<file path="src/rtl/dword_shift_register_map.svh">
`ifndef DWORD_SHIFT_REGISTER_MAP_SVH
`define DWORD_SHIFT_REGISTER_MAP_SVH

// shape of the shift register
`define SR_STAGES        8
`define SR_WORD_W        32
`define SR_BUF_DEPTH     2

// avalon register map, byte addresses
`define SR_ADDR_W        8
`define SR_OFF_CTRL      8'h00
`define SR_OFF_STATUS    8'h04
`define SR_OFF_STAGE0    8'h20
`define SR_OFF_STAGE7    8'h3C

// control register fields and reset value
`define SR_CTRL_EN_BIT   0
`define SR_CTRL_CLR_BIT  1
`define SR_CTRL_RESET    32'h0000_0001

// status register fields
`define SR_STAT_CNT_LSB  0
`define SR_STAT_DROP_BIT 4
`define SR_STAT_EN_BIT   5

`endif

</file>
<file path="src/rtl/dword_shift_register_pkg.sv">
package dword_shift_register_pkg;
  `include "dword_shift_register_map.svh"

  typedef logic signed [`SR_WORD_W-1:0] dword_t;

  // one queued shift: direction and the word captured at the strobe edge
  typedef struct packed {
    logic   backward;
    dword_t word;
  } shift_req_t;

  // word pushed out of the far end by a shift
  typedef struct packed {
    logic   fromStageEight;
    dword_t word;
  } drop_word_t;

  typedef logic [`SR_STAGES-1:0][`SR_WORD_W-1:0] stage_bank_t;
endpackage

</file>
<file path="src/rtl/dword_shift_register.sv">
// Overview of operation
// - forward edge loads stage one, shifts up
// - backward edge loads stage eight, shifts down
// - enable inactive blocks all shifting
// - clear input zeroes every stage
// - stages and inputs are signed 32-bit
// - all eight stages always on outputs
//
// The Avalon-MM slave port and the register addresses were decided locally.
`timescale 1ns/1ps
module dword_shift_register
  import dword_shift_register_pkg::*;
#(
  parameter int DEPTH = `SR_BUF_DEPTH
) (
  input  wire logic                  core_clk,
  input  wire logic                  reset_n,
  input  wire logic                  clkEn,
  input  wire logic                  forwardShiftStrobe,
  input  wire logic                  backwardShiftStrobe,
  input  wire logic                  blockEnableCoil,
  input  wire logic                  registerClearCoil,
  input  wire dword_t                forwardInputWord,
  input  wire dword_t                backwardInputWord,
  output      stage_bank_t           stageWords,
  output      logic                  shiftReady,
  output      drop_word_t            dropWord,
  output      logic                  dropValid,
  input  wire logic                  dropReady,
  input  wire logic [`SR_ADDR_W-1:0] avs_address,
  input  wire logic                  avs_read,
  input  wire logic                  avs_write,
  input  wire logic [31:0]           avs_writedata,
  output      logic [31:0]           avs_readdata,
  output      logic                  avs_waitrequest
);
  localparam int PW = (DEPTH > 1) ? $clog2(DEPTH) : 1;
  localparam int CW = $clog2(DEPTH + 1);

  // input synchronisers: meta flop feeds only the sync flop
  logic [3:0] ctlMeta_ff, ctlSync_ff, ctlPrev_ff;
  dword_t     fwdMeta_ff, fwdSync_ff, bwdMeta_ff, bwdSync_ff;
  logic [3:0] nxt_ctlMeta, nxt_ctlSync, nxt_ctlPrev;
  dword_t     nxt_fwdMeta, nxt_fwdSync, nxt_bwdMeta, nxt_bwdSync;

  always_comb begin
    nxt_ctlMeta = ctlMeta_ff;
    nxt_ctlSync = ctlSync_ff;
    nxt_ctlPrev = ctlPrev_ff;
    nxt_fwdMeta = fwdMeta_ff;
    nxt_fwdSync = fwdSync_ff;
    nxt_bwdMeta = bwdMeta_ff;
    nxt_bwdSync = bwdSync_ff;
    if (clkEn) begin
      nxt_ctlMeta = {registerClearCoil, blockEnableCoil, backwardShiftStrobe, forwardShiftStrobe};
      nxt_ctlSync = ctlMeta_ff;
      nxt_ctlPrev = ctlSync_ff;
      nxt_fwdMeta = forwardInputWord;
      nxt_fwdSync = fwdMeta_ff;
      nxt_bwdMeta = backwardInputWord;
      nxt_bwdSync = bwdMeta_ff;
    end
  end

  always_ff @(posedge core_clk or negedge reset_n) begin
    if (!reset_n) begin
      ctlMeta_ff <= 4'h0;
      ctlSync_ff <= 4'h0;
      ctlPrev_ff <= 4'h0;
      fwdMeta_ff <= 32'sh0;
      fwdSync_ff <= 32'sh0;
      bwdMeta_ff <= 32'sh0;
      bwdSync_ff <= 32'sh0;
    end else begin
      ctlMeta_ff <= nxt_ctlMeta;
      ctlSync_ff <= nxt_ctlSync;
      ctlPrev_ff <= nxt_ctlPrev;
      fwdMeta_ff <= nxt_fwdMeta;
      fwdSync_ff <= nxt_fwdSync;
      bwdMeta_ff <= nxt_bwdMeta;
      bwdSync_ff <= nxt_bwdSync;
    end
  end

  // control register bits, drive the block alongside the coils
  logic [31:0] ctrl_ff, nxt_ctrl;
  logic        effEn, clearNow, fwdEdge, bwdEdge;
  assign effEn    = ctlSync_ff[2] & ctrl_ff[`SR_CTRL_EN_BIT];
  assign clearNow = ctlSync_ff[3] | ctrl_ff[`SR_CTRL_CLR_BIT];
  assign fwdEdge  = ctlSync_ff[0] & ~ctlPrev_ff[0];
  assign bwdEdge  = ctlSync_ff[1] & ~ctlPrev_ff[1];

  // two-entry request buffer between strobe edges and the shifter
  shift_req_t     reqMem_ff [DEPTH];
  shift_req_t     nxt_reqMem [DEPTH];
  logic [PW-1:0]  wrPtr_ff, rdPtr_ff, nxt_wrPtr, nxt_rdPtr;
  logic [CW-1:0]  count_ff, nxt_count;
  logic           pushReq, popReq, reqValid;
  shift_req_t     pushData, headReq;
  drop_word_t     drop_ff, nxt_drop;
  logic           dropValid_ff, nxt_dropValid;
  stage_bank_t    stage_ff, nxt_stage;

  assign reqValid   = (count_ff != '0);
  assign shiftReady = (count_ff != CW'(DEPTH));
  assign headReq    = reqMem_ff[rdPtr_ff];
  assign pushReq    = clkEn & effEn & ~clearNow & (fwdEdge | bwdEdge) & shiftReady;
  assign pushData   = fwdEdge ? '{backward: 1'b0, word: fwdSync_ff}
                              : '{backward: 1'b1, word: bwdSync_ff};
  // the shifter stalls while the drop slot is full and not taken
  assign popReq     = clkEn & effEn & ~clearNow & reqValid & (~dropValid_ff | dropReady);

  always_comb begin
    nxt_reqMem = reqMem_ff;
    nxt_wrPtr  = wrPtr_ff;
    nxt_rdPtr  = rdPtr_ff;
    nxt_count  = count_ff;
    if (pushReq) begin
      nxt_reqMem[wrPtr_ff] = pushData;
      nxt_wrPtr = (wrPtr_ff == PW'(DEPTH - 1)) ? '0 : wrPtr_ff + PW'(1);
    end
    if (popReq) begin
      nxt_rdPtr = (rdPtr_ff == PW'(DEPTH - 1)) ? '0 : rdPtr_ff + PW'(1);
    end
    if (pushReq && !popReq) begin
      nxt_count = count_ff + CW'(1);
    end else if (popReq && !pushReq) begin
      nxt_count = count_ff - CW'(1);
    end
  end

  always_ff @(posedge core_clk or negedge reset_n) begin
    if (!reset_n) begin
      for (int i = 0; i < DEPTH; i++) begin
        reqMem_ff[i] <= '0;
      end
      wrPtr_ff <= '0;
      rdPtr_ff <= '0;
      count_ff <= '0;
    end else begin
      reqMem_ff <= nxt_reqMem;
      wrPtr_ff  <= nxt_wrPtr;
      rdPtr_ff  <= nxt_rdPtr;
      count_ff  <= nxt_count;
    end
  end

  // stage bank and drop slot
  always_comb begin
    nxt_stage     = stage_ff;
    nxt_drop      = drop_ff;
    nxt_dropValid = dropValid_ff;
    if (clkEn && dropValid_ff && dropReady) begin
      nxt_dropValid = 1'b0;
    end
    if (clkEn && clearNow) begin
      nxt_stage = '0;
    end else if (popReq && !headReq.backward) begin
      nxt_drop      = '{fromStageEight: 1'b1, word: stage_ff[`SR_STAGES-1]};
      nxt_dropValid = 1'b1;
      nxt_stage     = {stage_ff[`SR_STAGES-2:0], headReq.word};
    end else if (popReq) begin
      nxt_drop      = '{fromStageEight: 1'b0, word: stage_ff[0]};
      nxt_dropValid = 1'b1;
      nxt_stage     = {headReq.word, stage_ff[`SR_STAGES-1:1]};
    end
  end

  always_ff @(posedge core_clk or negedge reset_n) begin
    if (!reset_n) begin
      stage_ff     <= '0;
      drop_ff      <= '0;
      dropValid_ff <= 1'b0;
    end else begin
      stage_ff     <= nxt_stage;
      drop_ff      <= nxt_drop;
      dropValid_ff <= nxt_dropValid;
    end
  end

  assign stageWords = stage_ff;
  assign dropWord   = drop_ff;
  assign dropValid  = dropValid_ff;

  // avalon slave: one wait cycle, then answer
  logic        ack_ff, nxt_ack, busReq;
  logic [31:0] rdata_ff, nxt_rdata;
  logic [2:0]  stageIdx;
  assign busReq          = avs_read | avs_write;
  assign avs_waitrequest = busReq & ~ack_ff;
  assign avs_readdata    = rdata_ff;
  assign stageIdx        = 3'(avs_address[4:2]);

  always_comb begin
    nxt_ack   = ack_ff;
    nxt_rdata = rdata_ff;
    nxt_ctrl  = ctrl_ff;
    if (clkEn) begin
      nxt_ack = busReq & ~ack_ff;
      nxt_ctrl[`SR_CTRL_CLR_BIT] = 1'b0;
      if (avs_read && !ack_ff) begin
        nxt_rdata = 32'h0;
        if (avs_address == `SR_OFF_CTRL) begin
          nxt_rdata = ctrl_ff;
        end else if (avs_address == `SR_OFF_STATUS) begin
          nxt_rdata[`SR_STAT_CNT_LSB +: CW] = count_ff;
          nxt_rdata[`SR_STAT_DROP_BIT]      = dropValid_ff;
          nxt_rdata[`SR_STAT_EN_BIT]        = effEn;
        end else if (avs_address >= `SR_OFF_STAGE0 && avs_address <= `SR_OFF_STAGE7
                     && avs_address[1:0] == 2'h0) begin
          nxt_rdata = stage_ff[stageIdx];
        end
      end
      if (avs_write && ack_ff && avs_address == `SR_OFF_CTRL) begin
        nxt_ctrl[`SR_CTRL_EN_BIT]  = avs_writedata[`SR_CTRL_EN_BIT];
        nxt_ctrl[`SR_CTRL_CLR_BIT] = avs_writedata[`SR_CTRL_CLR_BIT];
      end
    end
  end

  always_ff @(posedge core_clk or negedge reset_n) begin
    if (!reset_n) begin
      ack_ff   <= 1'b0;
      rdata_ff <= 32'h0;
      ctrl_ff  <= `SR_CTRL_RESET;
    end else begin
      ack_ff   <= nxt_ack;
      rdata_ff <= nxt_rdata;
      ctrl_ff  <= nxt_ctrl;
    end
  end

  // checks
  property p_fwd_load;
    @(posedge core_clk) disable iff (!reset_n)
    (popReq && !clearNow && !headReq.backward) |=> (stage_ff[0] == $past(headReq.word));
  endproperty
  a_fwd_load: assert property (p_fwd_load) else $error("forward shift did not load stage one");

  property p_bwd_load;
    @(posedge core_clk) disable iff (!reset_n)
    (popReq && headReq.backward) |=> (stage_ff[`SR_STAGES-1] == $past(headReq.word));
  endproperty
  a_bwd_load: assert property (p_bwd_load) else $error("backward shift did not load stage eight");

  property p_fwd_drop;
    @(posedge core_clk) disable iff (!reset_n)
    (popReq && !headReq.backward) |=> (stage_ff[`SR_STAGES-1] == $past(stage_ff[`SR_STAGES-2]))
      && dropValid_ff && (drop_ff.word == $past(stage_ff[`SR_STAGES-1]));
  endproperty
  a_fwd_drop: assert property (p_fwd_drop) else $error("forward shift moved words wrongly");

  property p_bwd_drop;
    @(posedge core_clk) disable iff (!reset_n)
    (popReq && headReq.backward) |=> (stage_ff[0] == $past(stage_ff[1]))
      && (drop_ff.word == $past(stage_ff[0]));
  endproperty
  a_bwd_drop: assert property (p_bwd_drop) else $error("backward shift moved words wrongly");

  property p_disabled;
    @(posedge core_clk) disable iff (!reset_n)
    (!effEn && !clearNow) |=> $stable(stage_ff) && $stable(count_ff);
  endproperty
  a_disabled: assert property (p_disabled) else $error("shift while block disabled");

  property p_clear;
    @(posedge core_clk) disable iff (!reset_n)
    (clkEn && clearNow) |=> (stage_ff == '0);
  endproperty
  a_clear: assert property (p_clear) else $error("clear left a stage nonzero");

  property p_signed;
    @(posedge core_clk) disable iff (!reset_n)
    (popReq && !headReq.backward && headReq.word < 0) |=> (stageWords[0][`SR_WORD_W-1]);
  endproperty
  a_signed: assert property (p_signed) else $error("negative word lost its sign");

  property p_outputs;
    @(posedge core_clk) disable iff (!reset_n)
    (!popReq && !(clkEn && clearNow)) |=> $stable(stageWords);
  endproperty
  a_outputs: assert property (p_outputs) else $error("stage outputs changed without cause");

  property p_edge_to_shift;
    @(posedge core_clk) disable iff (!reset_n)
    (pushReq && count_ff == '0 && !dropValid_ff && dropReady) ##1 (clkEn && effEn && !clearNow)
      |-> popReq;
  endproperty
  a_edge_to_shift: assert property (p_edge_to_shift) else $error("queued shift not executed");

  c_fwd: cover property (@(posedge core_clk) disable iff (!reset_n)
    popReq && !headReq.backward);
  c_bwd: cover property (@(posedge core_clk) disable iff (!reset_n)
    popReq && headReq.backward);
  c_full: cover property (@(posedge core_clk) disable iff (!reset_n)
    !shiftReady && dropValid_ff && !dropReady);
  c_clear: cover property (@(posedge core_clk) disable iff (!reset_n)
    clkEn && clearNow && stage_ff != '0);
endmodule

</file>
<file path="config.mk">
export PLATFORM = sky130hd
export DESIGN_NAME = dword_shift_register
export DESIGN_NICKNAME = d
export VERILOG_FILES = /design/src/rtl/dword_shift_register_pkg.sv /design/src/rtl/dword_shift_register.sv
export VERILOG_INCLUDE_DIRS = /design/src /design/src/rtl
export SDC_FILE = /design/constraint.sdc
export NUM_CORES = 1
export LEC_CHECK = 0
export ABC_AREA = 1
export BUFFER_PORTS_ARGS = -buffer_cell sky130_fd_sc_hd__buf_2
export CAP_MARGIN = 0
export CELL_PAD_IN_SITES_DETAIL_PLACEMENT = 0
export CELL_PAD_IN_SITES_GLOBAL_PLACEMENT = 1
export CORE_ASPECT_RATIO = 2
export CORE_MARGIN = 3
export CORE_UTILIZATION = 45
export DETAILED_ROUTE_END_ITERATION = 7
export MAX_ROUTING_LAYER = met4
export PLACE_DENSITY_LB_ADDON = 0.1
export SLEW_MARGIN = 20
export SYNTH_ARGS = -nofsm -noshare
export SYNTH_HDL_FRONTEND = slang
export SYNTH_SLANG_ARGS = --single-unit
</file>
<file path="constraint.sdc">
create_clock -name core_clk -period 6.3 [get_ports core_clk]
set_input_delay 1.575 -clock core_clk [delete_from_list [all_inputs] [get_ports core_clk]]
set_output_delay 1.575 -clock core_clk [all_outputs]
set_load 0.005 [all_outputs]
</file>
==> impl_results.md, run 1 <==
* Worst-margin pin slew at 1.29 ns
* Post-DP HPWL at approximately 54 mm
* Post-synthesis register bit count at 533
* Vias/cell at 5.38
* Synth warn at 0
* Num CTS Buffers at 50
* Fmax at 259 MHz
* IO Pins at between 400 and 500
* CP arrival at 4.29 ns
* Final Skew at 0.0247 ns
* Die H at 348 um
* Crit path kind: primary input to flop
* Hold buffer count at cts at 0
* Max FO, Critical Path at 75
* Share of layout cells above drive strength 1 at 14.3%
* First-pass iteration count of the detailed router at 5
* Die area at 61600 sq um
* Gr ovfl total at 0
* EDFF count, synth at 0
* Commonest non-fill, non-tap cell in the layout: nand2_1
* Wire per inst at roughly 19 um
* Max_slew headroom at 13.7%
* Worst path most repeated cell: buf_4
* Clock latency at the later pin of the worst-skew pair at 0.59 ns
* Routed WL at 84.7 mm
* Syn Nets at roughly 3600
* CP max stage delay at 0.54 ns
* Core region area at approximately 58000 sq um
* ANT cells at 0
* Max-slew violation count at 0
* Final hold slack at 0.464 ns
* Setup Fix Bufs, Post-CTS at 0
* Req. time, crit path at a little under 7 ns
* H-tree levels at 2
* Largest cells by area after synthesis: dfrtp_1, nand2_1, o21ai_0, nand3_1, o21ai_1
* Commonest non-fill, non-tap cells in the layout: nand2_1, dfrtp_1, buf_2, o21ai_0, nand3_1
* Async set-reset flop share out of synthesis at 100%
* WP buf/inv at 5
* Final-report hold violation count at 0
* Via Count at between 20000 and 25000
* Placed Area at ~28000 sq um
* # fillers at 5718
* Post-Synthesis Cells at 3453
* Outcome: finished clean
* DIE WIDTH at around 180 um
* Clock buffer depth at 3
* Largest net degree at the start of global routing at 260
* Number of global-route vias before repair at 22547
* Crit-path cells: buf_6 -> inv_4 -> nor2_2 -> nand3_2 -> inv_2 -> nand3_4 -> buf_4 -> buf_4 -> nand3_1 -> o21ai_1
* Initial core utilization at 45.8%
* Register area share after synthesis at 50.6%
* Initial antenna violation count at 0
* IO buf count at 407
* CTS tree: built
* Crit path max-delay family: buffers and inverters
* Area growth, synth to finish at 13.9%
* Tmin final at 3.86 ns
* Mapped Area at 26300 sq um
* RD Place Congestion at 0.880
* Most used flip-flop cell after synthesis: dfrtp_1
* Largest vdd supply drop at 0.186 mV
* Rows at ~120
* CP max-delay cell: buf_4
* Netlist cell types at 32
* DRT antenna net count at 0
* HP Class: flop to flop
* Resize count post-CTS at 0
* Root buf cell: clkbuf_16
* Pwr Density at roughly 240 nW/um^2
* Mean Syn Cell Area at 7.63 sq um
* Final Core Density at between 50% and 60%
* Detailed Route Iter0 Violations at between 2000 and 2500
* TritonCTS Sinks at 533
* Worst setup SP type: primary input
* Area leader, netlist: dfrtp_1
* Final Cycle Share at 61.2%
* Fin area at 30000 sq um
* Setup TNS at 0 ns
* First-pass GRT wire length at 132 mm
* RSZ-0062 raised after global routing: false
* # setup viols final at 0
* # DRC at 0
* CP endpoint kind: flop
* Pre-CTS setup slack at 1.89 ns
* Area share of the largest cell type after synthesis at 50.5%
* Maxcap violations at 0
* Clk slew on worst S/H paths at 0.06 ns
* Pleak at 14.7 nW
* PnR worst setup slack at roughly 2.4 ns
* All-Layer GR Usage at 27.7%
* Nets@finish at between 3000 and 4000
## report_power, final
| part | total, mW | switching (mW) | internal (mW) |
|---|---|---|---|
| clock | 3.07 | 1.33 | 1.73 |
| combinational | 0.662 | 0.481 | 0.181 |
| sequential | 3.58 | 0.0525 | 3.53 |
## routing by layer
| metal | GRT usage [%] | routed length, um | share of wire (%) | vias to the layer above |
|---|---|---|---|---|
| met1 | 36.5 | 35800 | 42 | 11385 |
| met2 | 42.0 | 38100 | 45 | 898 |
| met5 | - | 0 | 0 | - |
| met3 | 4.27 | 6050 | 7.1 | 190 |
| li1 | - | - | - | 11616 |
| met4 | 13.3 | 4780 | 5.6 | 0 |
## Yosys cell counts (2+ instances only)
master,n
nand2_1,1110
dfrtp_1,532
o21ai_0,384
nand3_1,357
o21ai_1,346
inv_1,303
clkbuf_1,145
a21oi_1,50
buf_2,49
nor2_1,44
o211ai_1,44
buf_6,27
buf_4,22
buf_1,16
nand3_2,3
inv_2,2
nor2_2,2
o21ai_2,2
xor2_1,2
## sequential cells by signal, summed over array words and instances, names as in the netlist, 4 cells and up
signal / count
avs_readdata: 32
bwdMeta_ff: 32
bwdSync_ff: 32
ctlMeta_ff: 4
ctlSync_ff: 4
dropWord: 33
fwdMeta_ff: 32
fwdSync_ff: 32
reqMem_ff: 66
stageWords: 256
## worst paths after layout
check / from / endpoint / slack [ns] / cells after the start
max: clkEn / stageWords[184] / 2.44 / 10
min: fwdSync_ff[27] / fwdSync_ff[27] / 0.46 / 2
max reg2reg: rdPtr_ff / stageWords[77] / 3.29 / 7
min reg2reg: fwdSync_ff[27] / fwdSync_ff[27] / 0.46 / 2
max in group asynchronous: reset_n / stageWords[68] / 4.17 / 2
min in group asynchronous: reset_n / stageWords[82] / 0.88 / 1
## through the flow
| step | total power [mW] | cells |
|---|---|---|
| after floorplan | 4.06 | 3453 |
| after global placement | 4.30 | 4386 |
| after detailed placement | 4.32 | 4386 |
| after CTS | 7.41 | 4476 |
| after global routing | 7.64 | 4476 |
| final | 7.31 | 4476 |
## cell type report
class | instances | area [sq um] | area share, %
clock buffers | 79 | 1480 | 4.94
clock inverters | 11 | 140 | 0.467
inverters | 307 | 1160 | 3.87
multi-input cells | 2353 | 10600 | 35.2
flip-flops and latches | 533 | 13300 | 44.5
well taps | 756 | 946 | 3.15
repair buffers | 437 | 2370 | 7.90
## worst min-delay path: cells and delay by family (launching register included)
family / cells / cell delay [ns]
flip-flops: 1 / 0.34
AND/OR/NAND/NOR: 2 / 0.09
## cell families (layout without fill, tap and decap cells)
logic type / after synthesis / after routing / synth area share, %
adder cells (fa/ha/maj): 1 / 1 / 0.0475
buffers and inverters: 567 / 834 / 9.45
XOR/XNOR: 3 / 3 / 0.0998
flip-flops: 533 / 533 / 50.6
AO/OA/AOI/OAI: 827 / 827 / 16.2
multiplexers: 1 / 1 / 0.0380
AND/OR/NAND/NOR: 1521 / 1521 / 23.5
(Power assumes the default switching activity.)
==> run 2: changes to the inputs <==
--- a/config.mk
+++ b/config.mk
@@ -13,7 +13,7 @@
 export CELL_PAD_IN_SITES_GLOBAL_PLACEMENT = 1
 export CORE_ASPECT_RATIO = 2
 export CORE_MARGIN = 3
-export CORE_UTILIZATION = 45
+export CORE_UTILIZATION = 37
 export DETAILED_ROUTE_END_ITERATION = 7
 export MAX_ROUTING_LAYER = met4
 export PLACE_DENSITY_LB_ADDON = 0.1
==> constraint.sdc (replaced) <==
create_clock -name core_clk -period 3.4 [get_ports core_clk]
set_input_delay 0.85 -clock core_clk [delete_from_list [all_inputs] [get_ports core_clk]]
set_output_delay 0.85 -clock core_clk [all_outputs]
set_load 0.005 [all_outputs]
==> run 2 against run 1 <==
Against the previous run:
- global-route usage decreased by 3.2 points
- sequential share of layout area fell by 1.3 points
- core utilization shrank 8.1 points
- worst setup slack got worse by 1.3 ns
- wire length rose by 7.4%
- largest power group unchanged
- clock skew decreased by 0.011 ns
- total power increased by 97%
- count of clock-buffer cells in the layout rose by 1
==> impl_results.md, run 2 (synthesis results as in run 1) <==
* Die H at 383 um (was 348 um)
* Root buf cell: clkbuf_16 (unchanged)
* Setup Fix Bufs, Post-CTS at 0 (unchanged)
* IO Pins at 438 (unchanged)
* Setup TNS at 0 ns (unchanged)
* Commonest non-fill, non-tap cell in the layout: nand2_1 (unchanged)
* RSZ-0062 raised after global routing: false (unchanged)
* Initial core utilization at 37.6% (was 45.8%)
* Routed WL at 90.9 mm (was 84.7 mm)
* Worst-margin pin slew at 1.18 ns (was 1.29 ns)
* Max FO, Critical Path at 95 (was 75)
* Final-report hold violation count at 0 (unchanged)
* Hold buffer count at cts at 0 (unchanged)
* Area growth, synth to finish at 17.3% (was 13.9%)
* DRT antenna net count at 0 (unchanged)
* TritonCTS Sinks at 533 (unchanged)
* Share of layout cells above drive strength 1 at 15.5% (was 14.3%)
* Number of global-route vias before repair at 23433 (was 22547)
* Tmin final at between 2 and 2.5 ns
* Max FFs per register at 256 (unchanged)
* # setup viols final at 0 (unchanged)
* All-Layer GR Usage at 24.5% (was 27.7%)
* Fmax at approximately 440 MHz
* Via Count at 24226 (was 24089)
* Crit path kind: flop to flop (was primary input to flop)
* CTS tree: built (unchanged)
* Initial antenna violation count at 0 (unchanged)
* Req. time, crit path at 3.87 ns (was 6.73 ns)
* Clk slew on worst S/H paths at 0.07 ns (was 0.06 ns)
* Num CTS Buffers at 53 (was 50)
* Nets@finish at 3835 (was 3797)
* Largest vdd supply drop at 0.443 mV (was 0.186 mV)
* Resize count post-CTS at 0 (unchanged)
* Pwr Density at 465 nW/um^2 (was 244 nW/um^2)
* IO buf count at 407 (unchanged)
* Final Cycle Share at 67.5%
* Largest net degree at the start of global routing at 174 (was 260)
* Detailed Route Iter0 Violations at 1837 (was 2363)
* Outcome: finished clean (unchanged)
* ANT cells at 0 (unchanged)
* Worst setup SP type: flop (was primary input)
* Clock latency at the later pin of the worst-skew pair at 0.61 ns (was 0.59 ns)
* First-pass iteration count of the detailed router at 6 (was 5)
* Core region area at 70100 sq um (was 57600 sq um)
* HP Class: primary input to async pin (was flop to flop)
* Die area at 74600 sq um (was 61600 sq um)
* Commonest non-fill, non-tap cells in the layout: nand2_1, dfrtp_1, buf_2, o21ai_0, nand3_1 (unchanged)
* Clock buffer depth at 3 (unchanged)
* Post-DP HPWL at 60.7 mm (was 54.4 mm)
* Max-slew violation count at 0 (unchanged)
* Rows at 137 (was 124)
* Max_slew headroom at 21.3% (was 13.7%)
* Gr ovfl total at 0 (unchanged)
* DIE WIDTH at 195 um (was 177 um)
* CP arrival at 2.77 ns (was 4.29 ns)
* RD Place Congestion at 0.837 (was 0.880)
* Final Core Density at 44.1% (was 52.1%)
* H-tree levels at 2 (unchanged)
* Maxcap violations at 0 (unchanged)
* CP endpoint kind: flop (unchanged)
* First-pass GRT wire length at 142 mm (was 132 mm)
* Pleak at 15.1 nW (was 14.7 nW)
* Vias/cell at 5.19 (was 5.38)
* Final Skew at 0.0135 ns (was 0.0247 ns)
* Wire per inst at 19.5 um (was 18.9 um)
* # DRC at 0 (unchanged)
run 2: layout make-up:
type	instances	area (sq um)
repair buffers	472	2800
flip-flops and latches	533	13300
well taps	903	1130
multi-input cells	2353	10600
fillers	7269	39200
clock inverters	18	273
inverters	307	1160
clock buffers	80	1620
run 2: through the flow:
| stage | cell area [sq um] | worst slack, ns | hold WS, ns | power, mW | std cells |
|---|---|---|---|---|---|
| after detailed placement | 29000 | 0.617 | 0.454 | 8.08 | 4568 |
| final | 30900 | 1.11 | 0.226 | 14.4 | 4666 |
| after global placement | 29000 | 0.599 | 0.450 | 8.05 | 4568 |
| after CTS | 30900 | 1.06 | 0.225 | 14.6 | 4666 |
| after floorplan | 26300 | 0.813 | 0.437 | 7.52 | 3453 |
| after global routing | 30900 | 0.892 | 0.250 | 15.0 | 4666 |
run 2: power breakdown:
| group | switching, mW | leakage (nW) | internal [mW] | total [mW] |
|---|---|---|---|---|
| combinational | 0.926 | 7.09 | 0.371 | 1.30 |
| clock | 2.62 | 0.941 | 3.81 | 6.44 |
| sequential | 0.101 | 7.05 | 6.54 | 6.64 |
run 2: path summary, 6_finish.rpt:
| kind | from | end | cells past startpoint | slack [ns] |
|---|---|---|---|---|
| worst max-delay path | rdPtr_ff | stageWords[176] | 8 | 1.11 |
| worst min-delay path | reset_n | stageWords[146] | 1 | 0.23 |
| worst max register to register | rdPtr_ff | stageWords[176] | 8 | 1.11 |
| worst min register to register | fwdSync_ff[25] | fwdSync_ff[25] | 2 | 0.47 |
| max in group asynchronous | reset_n | count_ff[0] | 3 | 2.16 |
| min in group core_clk | forwardInputWord[6] | fwdMeta_ff[6] | 3 | 0.45 |
run 2: routing by layer:
metal / wire (um) / global-route usage (%)
met4: 3280 / 8.56
met5: 0 / -
met3: 6720 / 4.67
met1: 39500 / 32.5
met2: 41400 / 37.8
run 2: critical path: stages (launching register included):
cell and delay, ns:
dfrtp_2 0.56, inv_1 0.14, or2_0 0.21, and2_4 0.22, inv_6 0.26, buf_12 0.39
nand2_1 0.12, o21ai_1 0.10, o21ai_1 0.07
==> run 3: changes to the inputs <==
==> constraint.sdc (replaced) <==
create_clock -name core_clk -period 2 [get_ports core_clk]
set_input_delay 0.5 -clock core_clk [delete_from_list [all_inputs] [get_ports core_clk]]
set_output_delay 0.5 -clock core_clk [all_outputs]
set_load 0.005 [all_outputs]
==> run 3 against run 2 <==
Against the previous run:
- non-clock buffer count grew 69
- sequential share of layout area shrank 1.2 points
- register-to-register slack lost 1.0 ns
- largest power group unchanged
- clock power grew 58%
==> impl_results.md, run 3 (synthesis results as in run 1) <==
* Outcome: finished clean (unchanged)
* Num CTS Buffers at 53 (unchanged)
* Tmin final at 1.91 ns (was 2.29 ns)
* Final Cycle Share at 95.4% (was 67.5%)
* HP Class: primary input to flop (was primary input to async pin)
* H-tree levels at 2 (unchanged)
* Wire per inst at 19.6 um (was 19.5 um)
* Critical R2R Launch: ctrl_ff[0] (was rdPtr_ff)
* Pwr Density at 752 nW/um^2 (was 465 nW/um^2)
* PnR worst setup slack at 0.0928 ns (was 1.11 ns)
* Max FO, Critical Path at 65 (was 95)
* DRT antenna net count at 0 (unchanged)
* Fin area at 31700 sq um (was 30900 sq um)
* Die area at 74600 sq um (unchanged)
* IO Pins at 438 (unchanged)
* Worst-margin pin slew at 0.890 ns (was 1.18 ns)
* CP arrival at 2.38 ns (was 2.77 ns)
* Worst Reg-to-Reg Cells at 9 (was 8)
* Commonest non-fill, non-tap cells in the layout: nand2_1, dfrtp_1, buf_2, o21ai_0, nand3_1 (unchanged)
* Critical Path Stages at 9 (was 8)
* Non-Filler Instances at 4735 (was 4666)
* Routed WL at 92.6 mm (was 90.9 mm)
* Vias/cell at 5.16 (was 5.19)
* Clock latency at the later pin of the worst-skew pair at 0.60 ns (was 0.61 ns)
* Commonest non-fill, non-tap cell in the layout: nand2_1 (unchanged)
* Post-DP HPWL at 64.4 mm (was 60.7 mm)
* # DRC at 0 (unchanged)
* IO buf count at 407 (unchanged)
* Worst setup SP type: flop (unchanged)
* Req. time, crit path at 2.47 ns (was 3.87 ns)
* Crit path max-delay family: simple AND/OR/NAND/NOR gates (was buffers and inverters)
* Pleak at 15.5 nW (was 15.1 nW)
* Die H at 383 um (unchanged)
* ANT cells at 0 (unchanged)
* WP buf/inv at 3 (unchanged)
* Number of global-route vias before repair at 23583 (was 23433)
* Pre-CTS setup slack at 0.0813 ns (was 0.617 ns)
* Final Core Density at 45.3% (was 44.1%)
* Largest net degree at the start of global routing at 107 (was 174)
* CP endpoint kind: flop (unchanged)
* Setup crit end: dropWord[18] (was stageWords[176])
* Comb pwr share at 10.1% (was 9.0%)
* Clk slew on worst S/H paths at 0.06 ns (was 0.07 ns)
* Worst path most repeated cell: buf_12 (was o21ai_1)
* Part of the power in registers at 47.2% (was 46.2%)
* RD Place Congestion at 0.859 (was 0.837)
* All-Layer GR Usage at 24.9% (was 24.5%)
* Pwr Total at 23.9 mW (was 14.4 mW)
* Clock share of power at 42.7% (was 44.8%)
* Max_slew headroom at 40.7% (was 21.3%)
* First-pass iteration count of the detailed router at 7 (was 6)
* Initial antenna violation count at 0 (unchanged)
* Area of the multi-input gates at 10600 sq um (about the same)
* CP max stage delay at 0.54 ns (was 0.56 ns)
* Crit-path cells: nand2_1 -> nor2_2 -> nand3_2 -> inv_2 -> nand3_4 -> buf_12 -> buf_12 -> nor2_1 -> a21oi_1 (was inv_1 -> or2_0 -> and2_4 -> inv_6 -> buf_12 -> nand2_1 -> o21ai_1 -> o21ai_1)
* Int Power at 17.6 mW (was 10.7 mW)
* Initial core utilization at 37.6% (unchanged)
* Max FFs per register at 256 (unchanged)
* CP max-delay cell: dfstp_2 (was dfrtp_2)
* Gr ovfl total at 0 (unchanged)
* Register area at 13300 sq um (unchanged)
* TritonCTS Sinks at 533 (unchanged)
* Nets@finish at 3904 (was 3835)
* Core region area at 70100 sq um (unchanged)
* Clock buffer depth at 3 (unchanged)
* Switching Power at 6.27 mW (was 3.65 mW)
* Dpl cells at 4631 (was 4568)
* Final Skew at 0.00940 ns (was 0.0135 ns)
* Max-slew violation count at 0 (unchanged)
* Crit path kind: flop to flop (unchanged)
* RSZ-0062 raised after global routing: true (was false)
* First-pass GRT wire length at 144 mm (was 142 mm)
* Setup crit start: ctrl_ff[0] (was rdPtr_ff)
* # fillers at 7150 (was 7269)
* Placed Area at 29900 sq um (was 29000 sq um)
* Final-report hold violation count at 0 (unchanged)
* Maxcap violations at 0 (unchanged)
* Largest vdd supply drop at 0.706 mV (was 0.443 mV)
* FF-to-FF setup slack at 0.09 ns (was 1.11 ns)
* Share of layout cells above drive strength 1 at 17.1% (was 15.5%)
* Rows at 137 (unchanged)
* Reg-to-Reg End: dropWord[18] (was stageWords[176])
* Via Count at 24439 (was 24226)
* Area growth, synth to finish at 20.5% (was 17.3%)
* DIE WIDTH at 195 um (unchanged)
* CTS tree: built (unchanged)
* Fmax at 524 MHz (was 436 MHz)
* # setup viols final at 0 (unchanged)
* Detailed Route Iter0 Violations at 1968 (was 1837)
* Sw frac at 26.3% (was 25.4%)
* Root buf cell: clkbuf_16 (unchanged)
[run 3: changes by cell type in the layout (fill, tap and decap cells not counted), moves of 2 or more]
cell	change
clkinv_2	+6
clkbuf_8	-3
bufinv_16	-4
clkinvlp_4	+3
buf_16	+2
buf_4	+29
buf_12	+31
buf_6	+4
[run 3: worst reg2reg max path: stages (launching register included)]
cell	delay, ns
dfstp_2	0.54
nand2_1	0.10
nor2_2	0.13
nand3_2	0.09
inv_2	0.08
nand3_4	0.14
buf_12	0.21
buf_12	0.23
nor2_1	0.20
a21oi_1	0.06
[run 3: layer usage]
layer | track usage, % | up-vias | wire length [um]
met2 | 39.7 | 855 | 43500
met1 | 32.2 | 11559 | 38900
met5 | - | - | 0
met4 | 9.50 | 0 | 4100
li1 | - | 11850 | -
met3 | 3.85 | 175 | 6060
[run 3: area by class of cell]
class / count / area share (%)
Timing Repair Buffer: 541 / 12.0
Clock buffer: 75 / 4.82
Clock inverter: 23 / 0.646
Multi-Input combinational cell: 2353 / 33.3
Tap cell: 903 / 3.56
Inverter: 307 / 3.66
Sequential cell: 533 / 42.0
[run 3: stage by stage]
stage	setup TNS (ns)	hold WS, ns
3_5_place_dp	0	0.407
2_1_floorplan	0	0.204
5_1_grt	-0.253	0.0824
6_report	0	0.0970
4_1_cts	0	0.0544
3_3_place_gp	0	0.405
[run 3: worst min-delay path by stage]
stage / startpoint / endpoint / slack, ns / cells after the start
3_5_place_dp: reset_n / avs_readdata[18] / 0.41 / 1
5_1_grt: backwardInputWord[3] / bwdMeta_ff[3] / 0.08 / 3
4_1_cts: forwardInputWord[19] / fwdMeta_ff[19] / 0.05 / 3
2_1_floorplan: reset_n / ack_ff / 0.20 / 0
3_3_place_gp: reset_n / avs_readdata[18] / 0.41 / 1
6_report: forwardInputWord[31] / fwdMeta_ff[31] / 0.1 / 3
[run 3: repair_timing]
action / CTS / global route
buffers inserted: 0 / 3
hold buffers: 1 / 0
endpoints found under the hold margin: 16 / 0
resized for setup: 0 / 5
endpoints found under the setup margin: 0 / 45
[run 3: power groups by stage]
stage	combinational [mW]	clock [mW]	sequential (mW)
after floorplan	1.35	0	11.4
after CTS	2.43	10.6	11.3
final	2.41	10.2	11.3
after global routing	2.76	10.9	11.3
after detailed placement	2.42	0	11.5
after global placement	2.39	0	11.5
